[src/verilog/ddr_pin_pkg.sv]
package ddr_pin_pkg;
	localparam int ADDR_W = 14;
	localparam int BANK_W = 3;
	localparam int DQ_W   = 8;

	// Bank code that steers a mode-set command into the first extended reg
	localparam logic [BANK_W-1:0] EMR1_BANK = 3'h1;
	// Address bit positions inside extended_mode_reg_one
	localparam int EMR1_STROBE_OFF_BIT = 10;
	localparam int EMR1_READ_STROBE_BIT = 11;
	// Reset values of the two captured extended_mode_reg_one bits
	localparam logic STROBE_OFF_RESET  = 1'h0;
	localparam logic READ_STROBE_RESET = 1'h0;

	// Burst of four beats, two per clock
	localparam logic [1:0] BURST_CLKS = 2'h2;

	typedef enum logic [2:0] {
		CMD_DESELECT = 3'b000,
		CMD_NOP      = 3'b001,
		CMD_ACTIVATE = 3'b010,
		CMD_READ     = 3'b011,
		CMD_WRITE    = 3'b100,
		CMD_PRECHARGE = 3'b101,
		CMD_REFRESH  = 3'b110,
		CMD_MODE_SET = 3'b111
	} cmd_type;
endpackage

[src/verilog/cmd_if.sv]
`timescale 1ns/1ps
interface cmd_if;
	import ddr_pin_pkg::*;
	cmd_type                cmd;
	logic                   clk_run;
	logic [BANK_W-1:0]      bank;
	logic [ADDR_W-1:0]      addr;
	logic                   read_strobe_en;
	logic                   strobe_off;

	modport dec (
		output cmd,
		output clk_run,
		output bank,
		output addr,
		output read_strobe_en,
		output strobe_off
	);
	modport core (
		input  cmd,
		input  clk_run,
		input  bank,
		input  addr,
		input  read_strobe_en,
		input  strobe_off
	);
endinterface

[src/verilog/ddr_pin_front.sv]
`timescale 1ns/1ps
// What this block does
// Commands are decoded from row strobe, column strobe and write enable together with chip select.
// A write beat whose mask bit is high in that beat is not stored.
// The mask is sampled once per beat, on both strobe edges.
// With the read strobe bit of extended_mode_reg_one set, the mask pin drives a read strobe during reads.
// While that read strobe is enabled the mask function is ignored and no write beat is masked.
// The complementary read strobe is driven only with both the read strobe and differential strobes on.
// With the strobe-off bit set, both complementary strobe pins stay undriven.
// All address and control pins are captured at the rising clock crossing.
// Read data is sent one beat per clock half, on both crossings.
// A registered high clock enable keeps internal clocking running; registered low stops it.
// Any cycle with chip select registered high carries no command.
// The complementary data strobe is used only when differential strobe mode is on.
// Decoding follows the standard second-generation command table.
module ddr_pin_front (
	input  wire logic                          clk,
	input  wire logic                          rst_n,
	input  wire logic                          cs_n,
	input  wire logic                          ras_n,
	input  wire logic                          cas_n,
	input  wire logic                          we_n,
	input  wire logic                          cke,
	input  wire logic [ddr_pin_pkg::BANK_W-1:0] ba,
	input  wire logic [ddr_pin_pkg::ADDR_W-1:0] addr,
	input  wire logic [ddr_pin_pkg::DQ_W-1:0]  dq_in_rise,
	input  wire logic [ddr_pin_pkg::DQ_W-1:0]  dq_in_fall,
	input  wire logic                          write_data_mask_rise,
	input  wire logic                          write_data_mask_fall,
	input  wire logic [ddr_pin_pkg::DQ_W-1:0]  array_rd_rise,
	input  wire logic [ddr_pin_pkg::DQ_W-1:0]  array_rd_fall,
	output logic                               internal_clk_on_q,
	output logic [1:0]                         store_beat_q,
	output logic [ddr_pin_pkg::DQ_W-1:0]       store_rise_q,
	output logic [ddr_pin_pkg::DQ_W-1:0]       store_fall_q,
	output logic                               read_req_q,
	output logic [ddr_pin_pkg::DQ_W-1:0]       dq_out_rise_q,
	output logic [ddr_pin_pkg::DQ_W-1:0]       dq_out_fall_q,
	output logic                               dq_oe_q,
	output logic                               dqs_oe_q,
	output logic                               dqs_n_oe_q,
	output logic                               dedicated_read_strobe_oe_q,
	output logic                               dedicated_read_strobe_n_oe_q
);
	import ddr_pin_pkg::*;

	cmd_if bus ();

	cmd_capture u_capture (
		.clk   (clk),
		.rst_n (rst_n),
		.cs_n  (cs_n),
		.ras_n (ras_n),
		.cas_n (cas_n),
		.we_n  (we_n),
		.cke   (cke),
		.ba    (ba),
		.addr  (addr),
		.bus   (bus.dec)
	);

	logic [1:0] rd_cnt_q;
	logic [1:0] rd_cnt_d;
	logic [1:0] wr_cnt_q;
	logic [1:0] wr_cnt_d;

	wire run        = bus.clk_run;
	wire diff_on    = !bus.strobe_off;
	wire rd_strobe_on = bus.read_strobe_en;
	wire rd_go      = run && bus.cmd == CMD_READ;
	wire wr_go      = run && bus.cmd == CMD_WRITE;
	wire rd_beat    = run && rd_cnt_q != 2'h0;
	wire wr_beat    = run && wr_cnt_q != 2'h0;
	// The shared pin is a strobe, not a mask, once the read strobe is on
	wire mask_rise  = write_data_mask_rise && !rd_strobe_on;
	wire mask_fall  = write_data_mask_fall && !rd_strobe_on;

	// A stopped clock freezes burst progress rather than dropping it
	always_comb begin
		rd_cnt_d = rd_cnt_q;
		wr_cnt_d = wr_cnt_q;
		if (run) begin
			if (rd_go) begin
				rd_cnt_d = BURST_CLKS;
				wr_cnt_d = 2'h0;
			end else if (rd_cnt_q != 2'h0) begin
				rd_cnt_d = rd_cnt_q - 2'h1;
			end
			if (wr_go) begin
				wr_cnt_d = BURST_CLKS;
				rd_cnt_d = 2'h0;
			end else if (wr_cnt_q != 2'h0 && !rd_go) begin
				wr_cnt_d = wr_cnt_q - 2'h1;
			end
		end
	end

	always_ff @(posedge clk) begin
		if (!rst_n) begin
			rd_cnt_q          <= 2'h0;
			wr_cnt_q          <= 2'h0;
			internal_clk_on_q <= 1'h0;
		end else begin
			rd_cnt_q          <= rd_cnt_d;
			wr_cnt_q          <= wr_cnt_d;
			internal_clk_on_q <= run;
		end
	end

	// Write path: each clock carries a rise beat and a fall beat
	always_ff @(posedge clk) begin
		if (!rst_n) begin
			store_beat_q <= 2'h0;
			store_rise_q <= '0;
			store_fall_q <= '0;
		end else begin
			store_beat_q[0] <= wr_beat && !mask_rise;
			store_beat_q[1] <= wr_beat && !mask_fall;
			store_rise_q    <= dq_in_rise;
			store_fall_q    <= dq_in_fall;
		end
	end

	// Read path: one beat on each clock crossing
	always_ff @(posedge clk) begin
		if (!rst_n) begin
			read_req_q    <= 1'h0;
			dq_out_rise_q <= '0;
			dq_out_fall_q <= '0;
			dq_oe_q       <= 1'h0;
		end else begin
			read_req_q    <= rd_beat;
			dq_out_rise_q <= array_rd_rise;
			dq_out_fall_q <= array_rd_fall;
			dq_oe_q       <= rd_beat;
		end
	end

	always_ff @(posedge clk) begin
		if (!rst_n) begin
			dqs_oe_q                     <= 1'h0;
			dqs_n_oe_q                   <= 1'h0;
			dedicated_read_strobe_oe_q   <= 1'h0;
			dedicated_read_strobe_n_oe_q <= 1'h0;
		end else begin
			dqs_oe_q                   <= rd_beat;
			dqs_n_oe_q                 <= rd_beat && diff_on;
			dedicated_read_strobe_oe_q <= rd_beat && rd_strobe_on;
			dedicated_read_strobe_n_oe_q <=
				rd_beat && rd_strobe_on && diff_on;
		end
	end

	chk_mask_rise_drop: assert property (@(posedge clk) disable iff (!rst_n)
		wr_beat && write_data_mask_rise && !rd_strobe_on
			|=> !store_beat_q[0])
		else $error("masked rise beat was stored");
	chk_mask_fall_drop: assert property (@(posedge clk) disable iff (!rst_n)
		wr_beat && !write_data_mask_fall |=> store_beat_q[1])
		else $error("unmasked fall beat was dropped");
	chk_strobe_no_mask: assert property (@(posedge clk) disable iff (!rst_n)
		wr_beat && rd_strobe_on |=> store_beat_q == 2'h3)
		else $error("write masked while read strobe enabled");
	chk_strobe_drive: assert property (@(posedge clk) disable iff (!rst_n)
		rd_beat |=> dedicated_read_strobe_oe_q == $past(rd_strobe_on))
		else $error("read strobe drive does not follow mode bit");
	chk_strobe_n_gate: assert property (@(posedge clk) disable iff (!rst_n)
		dedicated_read_strobe_n_oe_q |-> dedicated_read_strobe_oe_q
			&& dqs_n_oe_q)
		else $error("complementary read strobe driven alone");
	chk_diff_off_idle: assert property (@(posedge clk) disable iff (!rst_n)
		!diff_on |=> !dqs_n_oe_q && !dedicated_read_strobe_n_oe_q)
		else $error("complementary strobe driven with strobes off");
	chk_stop_freeze: assert property (@(posedge clk) disable iff (!rst_n)
		!run |=> $stable(rd_cnt_q) && $stable(wr_cnt_q)
			&& !internal_clk_on_q)
		else $error("burst advanced with clock enable low");
	chk_read_burst: assert property (@(posedge clk) disable iff (!rst_n)
		rd_go ##1 (run && !wr_go)[*2] |-> dq_oe_q ##1 dq_oe_q)
		else $error("read burst shorter than four beats");
	chk_deselect_idle: assert property (@(posedge clk) disable iff (!rst_n)
		bus.cmd == CMD_DESELECT && rd_cnt_q == 2'h0 && wr_cnt_q == 2'h0
			|=> rd_cnt_q == 2'h0 && wr_cnt_q == 2'h0)
		else $error("burst started while deselected");

	cov_masked_write: cover property (@(posedge clk) disable iff (!rst_n)
		wr_beat && mask_rise);
	cov_strobe_read: cover property (@(posedge clk) disable iff (!rst_n)
		rd_beat && rd_strobe_on && diff_on);
	cov_single_read: cover property (@(posedge clk) disable iff (!rst_n)
		rd_beat && !diff_on);
	cov_clock_stop: cover property (@(posedge clk) disable iff (!rst_n)
		rd_beat ##1 !run);
endmodule

[src/verilog/cmd_capture.sv]
`timescale 1ns/1ps
module cmd_capture (
	input  wire logic                           clk,
	input  wire logic                           rst_n,
	input  wire logic                           cs_n,
	input  wire logic                           ras_n,
	input  wire logic                           cas_n,
	input  wire logic                           we_n,
	input  wire logic                           cke,
	input  wire logic [ddr_pin_pkg::BANK_W-1:0] ba,
	input  wire logic [ddr_pin_pkg::ADDR_W-1:0] addr,
	cmd_if.dec                                  bus
);
	import ddr_pin_pkg::*;

	logic              cs_n_q;
	logic              ras_n_q;
	logic              cas_n_q;
	logic              we_n_q;
	logic              cke_q;
	logic [BANK_W-1:0] ba_q;
	logic [ADDR_W-1:0] addr_q;
	logic              strobe_off_q;
	logic              read_strobe_q;
	cmd_type           cmd_w;
	logic              emr1_write;

	// Every command and address pin is taken on the rising clock edge
	always_ff @(posedge clk) begin
		if (!rst_n) begin
			cs_n_q  <= 1'h1;
			ras_n_q <= 1'h1;
			cas_n_q <= 1'h1;
			we_n_q  <= 1'h1;
			cke_q   <= 1'h0;
			ba_q    <= '0;
			addr_q  <= '0;
		end else begin
			cs_n_q  <= cs_n;
			ras_n_q <= ras_n;
			cas_n_q <= cas_n;
			we_n_q  <= we_n;
			cke_q   <= cke;
			ba_q    <= ba;
			addr_q  <= addr;
		end
	end

	// Select is part of the code; the strobe triple picks the command
	always_comb begin
		if (cs_n_q) begin
			cmd_w = CMD_DESELECT;
		end else begin
			case ({ras_n_q, cas_n_q, we_n_q})
			3'b011: cmd_w = CMD_ACTIVATE;
			3'b101: cmd_w = CMD_READ;
			3'b100: cmd_w = CMD_WRITE;
			3'b010: cmd_w = CMD_PRECHARGE;
			3'b001: cmd_w = CMD_REFRESH;
			3'b000: cmd_w = CMD_MODE_SET;
			default: cmd_w = CMD_NOP;
			endcase
		end
	end

	assign emr1_write = cke_q && cmd_w == CMD_MODE_SET && ba_q == EMR1_BANK;

	always_ff @(posedge clk) begin
		if (!rst_n) begin
			strobe_off_q  <= STROBE_OFF_RESET;
			read_strobe_q <= READ_STROBE_RESET;
		end else if (emr1_write) begin
			strobe_off_q  <= addr_q[EMR1_STROBE_OFF_BIT];
			read_strobe_q <= addr_q[EMR1_READ_STROBE_BIT];
		end
	end

	assign bus.cmd            = cmd_w;
	assign bus.clk_run        = cke_q;
	assign bus.bank           = ba_q;
	assign bus.addr           = addr_q;
	assign bus.strobe_off     = strobe_off_q;
	assign bus.read_strobe_en = read_strobe_q;

	chk_deselect_masks: assert property (@(posedge clk) disable iff (!rst_n)
		cs_n_q |-> cmd_w == CMD_DESELECT)
		else $error("command decoded while deselected");
	chk_emr_capture: assert property (@(posedge clk) disable iff (!rst_n)
		emr1_write |=> read_strobe_q == $past(addr_q[EMR1_READ_STROBE_BIT])
			&& strobe_off_q == $past(addr_q[EMR1_STROBE_OFF_BIT]))
		else $error("extended mode bits not captured");
endmodule

[config.mk]
export PLATFORM = sky130hd
export DESIGN_NAME = ddr_pin_front
export DESIGN_NICKNAME = d
export VERILOG_FILES = /design/src/verilog/ddr_pin_pkg.sv /design/src/verilog/cmd_if.sv /design/src/verilog/ddr_pin_front.sv /design/src/verilog/cmd_capture.sv
export SDC_FILE = /design/constraint.sdc
export NUM_CORES = 1
export LEC_CHECK = 0
export BUFFER_PORTS_ARGS = -buffer_cell sky130_fd_sc_hd__buf_4
export CAP_MARGIN = 20
export CORE_ASPECT_RATIO = 1.1
export CORE_MARGIN = 2
export CORE_UTILIZATION = 47
export CTS_BUF_LIST = sky130_fd_sc_hd__clkbuf_4 sky130_fd_sc_hd__clkbuf_8
export DETAILED_ROUTE_END_ITERATION = 10
export HOLD_SLACK_MARGIN = 0.05
export PLACE_DENSITY = 0.81
export RECOVER_POWER = 50
export SETUP_SLACK_MARGIN = 0.15
export SKIP_LAST_GASP = 1
export SLEW_MARGIN = 10
export SYNTH_ARGS = -nofsm -noshare
export SYNTH_HDL_FRONTEND = slang
export SYNTH_HIERARCHICAL = 1
export SYNTH_SLANG_ARGS = --single-unit
[constraint.sdc]
create_clock -name clk -period 1.8 [get_ports clk]
set_input_delay 0.18 -clock clk [delete_from_list [all_inputs] [get_ports clk]]
set_output_delay 0.18 -clock clk [all_outputs]
set_load 0.01 [all_outputs]
==> out/qor.txt, run 1 <==
Mean post-synth cell area: 10.7 sq um
WHS: 61.6 ps
RSZ-0062 raised after global routing: no
CP Max Fanout: 4
Crit-path cells: nor2b_1 -> or3_4 -> inv_4 -> nand4bb_4 -> nand2_1 -> o311a_1
Slew Viols, Final: 0
Cells after Synth: 164
First-pass GRT wire length: 5.26 mm
Antenna violations before repair: 0
Worst vdd ir: 0.641 mV
Final setup viols: 0
Final period utilization: 0.889
Number of vias in the routed layout: 1355
Layout area overhead: 48.4%
Worst slew pin tran: 348 ps
Routed met2 length: 1.85 mm
Max Freq: 0.625 GHz
Die area: 4250 sq um
CTS clk-pin slew, worst paths: 90 ps
Die X: 62.3 um
Highest layer used for signal routing: met4
Slew HR: 0.766
Largest net degree at the start of global routing: 49
Antenna cells: 0
Final ANT Viol Nets: 0
Number of H-tree levels: 2
Setup TNS: 0 ps
P_leak: 1.19 nW
Synth Net Count: 224
Placed Area: 2430 sq um
Crit. End Element: flip-flop
DRT Pass-1 Iters: 4
# port buffers: 86
Clock tree from TritonCTS: yes
# IOs: 99
Final #Nets: 312
HP Class: in2reg
Rows: 23
Worst path required time: 2000 ps
Reg2reg end: rd_cnt_q[1]
Vias per cell: 4.47
Clk_lat worst skew: 300 ps
Post-route cell area: 2610 sq um
CP startpoint kind: flip-flop
CP top delay family: simple AND/OR/NAND/NOR gates
Critical Path Max Stage Delay: 400 ps
R2r setup slk: 200 ps
CTS buffer count: 5
Core Footprint: 3630 sq um
Clk_skew: 9.31 ps
Final wirelength: 3.36 mm
Share of cells above drive strength 1: 0.407
Clk sinks: 55
Max_cap viols: 0
Reg2reg path depth: 6
Placed Cells incl. Taps: 292
PD cells: 938 nW/um^2
WL met1: 1.18 mm
Crit. Startpoint: u_capture/we_n_q
Clock period minus final worst setup slack: 1600 ps
CTS Root Cell: clkbuf_8
Met3 routed WL: 264 um
Crit path depth: 6
GP Congestion: 0.712
Max Root-Sink Buffers: 2
Bufs and invs on worst path: 1
Initial Util: 0.485
Initial DRC count: 53
Final global-route overflow total: 0
Commonest cells after routing, fill and taps aside: buf_4, dfxtp_1, and2_1
Total GRT Usage: 0.160
Cell area after synthesis: 1760 sq um
Vias in the first global route: 1259
Post-DP HPWL: 2.45 mm
Drc violations: 0
R2R Path Start: u_capture/we_n_q
Final Hold Violating Endpoints: 0
Critical-path top delay cell: or3_4
Non-Filler Instances: 303
Yosys warning total: 6
Avg WL per Cell: 11.1 um
Critical Path AT: 1800 ps
Setup CP Type: reg2reg
Outcome: finished clean
Leading cell type in the layout, fill and taps excluded: buf_4
Die Y: 68.2 um
CP Capture Point: rd_cnt_q[1]
-- worst reg2reg max path, cell delays in order, from the launching register on --
cell and delay [ps]:
dfxtp_2 340, nor2b_1 130, or3_4 400, inv_4 80, nand4bb_4 160, nand2_1 70
o311a_1 320
-- worst min-delay path by stage --
stage	depth (start not counted)	slack (ps)	end	from
finish	2	60	u_capture/ras_n_q	ras_n
floorplan	1	250	u_capture/cas_n_q	rst_n
CTS	2	60	u_capture/ras_n_q	ras_n
detailed placement	2	360	store_beat_q[0]	write_data_mask_rise
global route	2	50	u_capture/cs_n_q	cs_n
global placement	2	360	store_beat_q[0]	write_data_mask_rise
-- flip-flops by register name, indices dropped and copies added, names as in the netlist, 2 cells and up --
name and count:
store_rise_q 8, wr_cnt_q 2, store_fall_q 8, u_capture/bus.addr 2, rd_cnt_q 2, store_beat_q 2, dq_out_rise_q 8, dq_out_fall_q 8
u_capture/bus.bank 3
-- power breakdown --
| part | internal (W) | switching (W) | total, W |
|---|---|---|---|
| clock network | 0.000570 | 0.000358 | 0.000929 |
| logic | 0.000147 | 0.0000838 | 0.000231 |
| registers | 0.00127 | 0.0000201 | 0.00129 |
| total | 0.00199 | 0.000462 | 0.00245 |
-- layout make-up --
cell class / instances / area (sq um)
Clock inverter: 2 / 60.1
Tap cell: 50 / 62.6
Clock buffer: 6 / 76.3
Inverter: 10 / 40.0
Timing Repair Buffer: 89 / 654
Multi-Input combinational cell: 91 / 613
Fill cell: 300 / 1020
Sequential cell: 55 / 1100
-- metal layers --
metal | up-vias | track usage
met5 | - | 0
met4 | 0 | 0.0944
met3 | 8 | 0.0641
met2 | 43 | 0.302
met1 | 614 | 0.150
li1 | 690 | -
-- stage by stage --
step | setup slack, ps | utilization | total power, W
after floorplan | 211 | - | 0.00140
after global placement | 138 | 0.670 | 0.00154
after detailed placement | 99.2 | 0.670 | 0.00154
after CTS | 179 | 0.720 | 0.00247
after global routing | 150 | 0.720 | 0.00256
final | 200 | 0.720 | 0.00245
-- repair_timing --
action | 4_1_cts | 5_1_grt
pin swaps | 0 | 2
hold buffers | 2 | 0
setup endpoints to repair | 2 | 2
hold endpoints to repair | 2 | 0
cloned | 0 | 0
resized for setup | 4 | 4
buffers inserted | 0 | 1
Note: power is estimated with default switching activity, not from simulation.
==> inputs of run 2 (changes only) <==
--- a/config.mk
+++ b/config.mk
@@ -9,10 +9,11 @@
 export CAP_MARGIN = 20
 export CORE_ASPECT_RATIO = 1.1
 export CORE_MARGIN = 2
-export CORE_UTILIZATION = 47
+export CORE_UTILIZATION = 44
 export CTS_BUF_LIST = sky130_fd_sc_hd__clkbuf_4 sky130_fd_sc_hd__clkbuf_8
 export DETAILED_ROUTE_END_ITERATION = 10
 export HOLD_SLACK_MARGIN = 0.05
+export MAX_ROUTING_LAYER = met4
 export PLACE_DENSITY = 0.81
 export RECOVER_POWER = 50
 export SETUP_SLACK_MARGIN = 0.15
@@ -20,5 +21,4 @@
 export SLEW_MARGIN = 10
 export SYNTH_ARGS = -nofsm -noshare
 export SYNTH_HDL_FRONTEND = slang
-export SYNTH_HIERARCHICAL = 1
 export SYNTH_SLANG_ARGS = --single-unit
==> out/qor.txt, run 2 <==
Comb power frac: 0.085 (was 0.094)
Distinct cell type count after synthesis: 20
Drc violations: 0 (unchanged)
Total GRT Usage: 0.155 (was 0.160)
Clock power share: 0.384 (was 0.379)
Worst Slack Setup Final: 484 ps (was 200 ps)
Critical Path AT: 1540 ps (was 1800 ps)
Max Freq: 0.760 GHz (was 0.625 GHz)
Synth top area share: 0.662
WHS: 60.7 ps (was 61.6 ps)
R2R Path Start: rd_cnt_q[0] (was u_capture/we_n_q)
Synth Net Count: 203 (was 224)
Clk_lat worst skew: 290 ps (was 300 ps)
Reg2reg end: rd_cnt_q[1] (unchanged)
Core Footprint: 3630 sq um (unchanged)
Final global-route overflow total: 0 (unchanged)
Number of vias in the routed layout: 1204 (was 1355)
Final Hold Violating Endpoints: 0 (unchanged)
# port buffers: 86 (unchanged)
Clock period minus final worst setup slack: 1320 ps (was 1600 ps)
Cell internal pwr: 0.00197 W (was 0.00199 W)
Crit. Startpoint: rd_cnt_q[0] (was u_capture/we_n_q)
RSZ-0062 raised after global routing: no (unchanged)
Leading cell type in the layout, fill and taps excluded: buf_4 (unchanged)
Final #Nets: 291 (was 312)
CTS Root Cell: clkbuf_8 (unchanged)
Clk sinks: 55 (unchanged)
Final period utilization: 0.731 (was 0.889)
R2r setup slk: 480 ps (was 200 ps)
Crit. End Element: flip-flop (unchanged)
CP startpoint kind: flip-flop (unchanged)
Post-DP HPWL: 2.25 mm (was 2.45 mm)
P_leak: 1.12 nW (was 1.19 nW)
Post_cts resized: 0 (was 4)
Sw Share: 0.184 (was 0.189)
Rows: 23 (unchanged)
Final setup viols: 0 (unchanged)
Worst path required time: 2020 ps (was 2000 ps)
Biggest area consumer among synthesized cells: dfxtp_1
Slew HR: 0.479 (was 0.766)
Reg2reg path depth: 5 (was 6)
Number of H-tree levels: 2 (unchanged)
Slew Viols, Final: 0 (unchanged)
Outcome: finished clean (unchanged)
Setup TNS: 0 ps (unchanged)
First-pass GRT wire length: 4.85 mm (was 5.26 mm)
EDFF count, synth: 0
Final ANT Viol Nets: 0 (unchanged)
Die Y: 68.5 um (was 68.2 um)
Cell area after synthesis: 1660 sq um (was 1760 sq um)
PD cells: 978 nW/um^2 (was 938 nW/um^2)
# IOs: 99 (unchanged)
Antenna cells: 0 (unchanged)
Most instantiated library cell after synthesis: dfxtp_1
DRT Pass-1 Iters: 2 (was 4)
Die area: 4290 sq um (was 4250 sq um)
CTS clk-pin slew, worst paths: 90 ps (about the same)
Commonest cells after routing, fill and taps aside: buf_4, dfxtp_1, and2_1 (unchanged)
Vias per cell: 4.27 (was 4.47)
Initial Util: 0.459 (was 0.485)
CP Max Fanout: 3 (was 4)
Psw: 0.000446 W (was 0.000462 W)
Top FF cell, synth: dfxtp_1
Layout area overhead: 48.6% (was 48.4%)
Yosys reg bits: 55
Yosys warning total: 0 (was 6)
Setup CP Type: reg2reg (unchanged)
Postcts setup bufs: 0 (unchanged)
Post-place setup slack: 510 ps (was 99.2 ps)
Vias in the first global route: 1195 (was 1259)
CTS buffer count: 5 (unchanged)
# fillers: 313 (was 300)
Post-route cell area: 2470 sq um (was 2610 sq um)
Hold Crit Start: ras_n (unchanged)
Total power: 0.00242 W (was 0.00245 W)
Top post-synthesis cells by count: dfxtp_1, and2_1, nand2_1
WHS Path Cells: 2 (unchanged)
Cells after Synth: 143 (was 164)
Final wirelength: 3.06 mm (was 3.36 mm)
Largest net degree at the start of global routing: 52 (was 49)
Worst vdd ir: 0.749 mV (was 0.641 mV)
Share of cells above drive strength 1: 0.401 (was 0.407)
Sequential Power Share: 0.531 (was 0.527)
Max Root-Sink Buffers: 2 (unchanged)
Initial DRC count: 34 (was 53)
HP Class: in2reg (unchanged)
Avg WL per Cell: 10.8 um (was 11.1 um)
Antenna violations before repair: 0 (unchanged)
Clk_skew: 2.88 ps (was 9.31 ps)
Worst slew pin tran: 781 ps (was 348 ps)
Post-synth ARST share: 0
Area contributors post-synth: dfxtp_1, and2_1, nand2b_1
Mean post-synth cell area: 11.6 sq um (was 10.7 sq um)
Clock tree from TritonCTS: yes (unchanged)
Placed Area: 2340 sq um (was 2430 sq um)
Worst hold path endpoint: u_capture.ras_n_q (was u_capture/ras_n_q)
GP Congestion: 0.693 (was 0.712)
Max_cap viols: 0 (unchanged)
Die X: 62.6 um (was 62.3 um)
Register area share after synthesis: 0.662
[run 2: stage by stage]
step,instances,utilization
after floorplan,143,-
after global placement,272,0.644
after detailed placement,272,0.644
after CTS,282,0.687
after global routing,282,0.682
final,282,0.682
[run 2: kinds of logic after synthesis]
family | Yosys count | share of synthesized area
simple gates | 63 | 0.239
flops | 55 | 0.662
buf+inv | 13 | 0.0346
compound gates | 4 | 0.0135
mux | 4 | 0.0256
xor+xnor | 2 | 0.0105
fa+ha+maj | 2 | 0.0150
[run 2: power by group through the flow]
stage	clock [W]	sequential, W	combinational, W
floorplan	0	0.00133	0.0000509
global placement	0	0.00131	0.000205
detailed placement	0	0.00131	0.000209
CTS	0.000951	0.00128	0.000213
global route	0.00101	0.00129	0.000223
finish	0.000929	0.00128	0.000205
[run 2: worst max path at each step]
stage                  endpoint  slack [ps]  cells after the start
detailed placement  rd_cnt_q[1]         510                      5
CTS                 rd_cnt_q[1]         470                      5
floorplan           rd_cnt_q[1]         580                      5
global placement    rd_cnt_q[1]         550                      5
global route        rd_cnt_q[1]         390                      5
finish              rd_cnt_q[1]         480                      5
[run 2: final cells by class]
cell class	instances	area, sq um	share of cell area
flip-flops and latches	55	1100	0.446
repair buffers	88	644	0.261
multi-input cells	75	504	0.204
clock buffers	6	76.3	0.0309
well taps	50	62.6	0.0253
clock inverters	2	60.1	0.0243
inverters	6	22.5	0.00911
[run 2: critical path, stage by stage, from the launching register on]
cell and delay, ps:
dfxtp_1 350, inv_1 50, ha_1 220, nor2b_4 150, mux2_1 330, o22ai_1 140
[run 2: repair_timing]
item                                    CTS  global route
endpoints found under the hold margin     2             0
hold buffers                              2             0
endpoints found under the setup margin    0             0
[run 2: routing by layer]
layer / part of all wire / global-route usage / wire, um / up-vias
met2: 0.47 / 0.270 / 1420 / 69
li1: - / - / - / 613
met1: 0.42 / 0.153 / 1290 / 516
met5: 0 / - / 0 / -
met3: 0.091 / 0.0625 / 278 / 6
met4: 0.023 / 0.0833 / 69 / 0
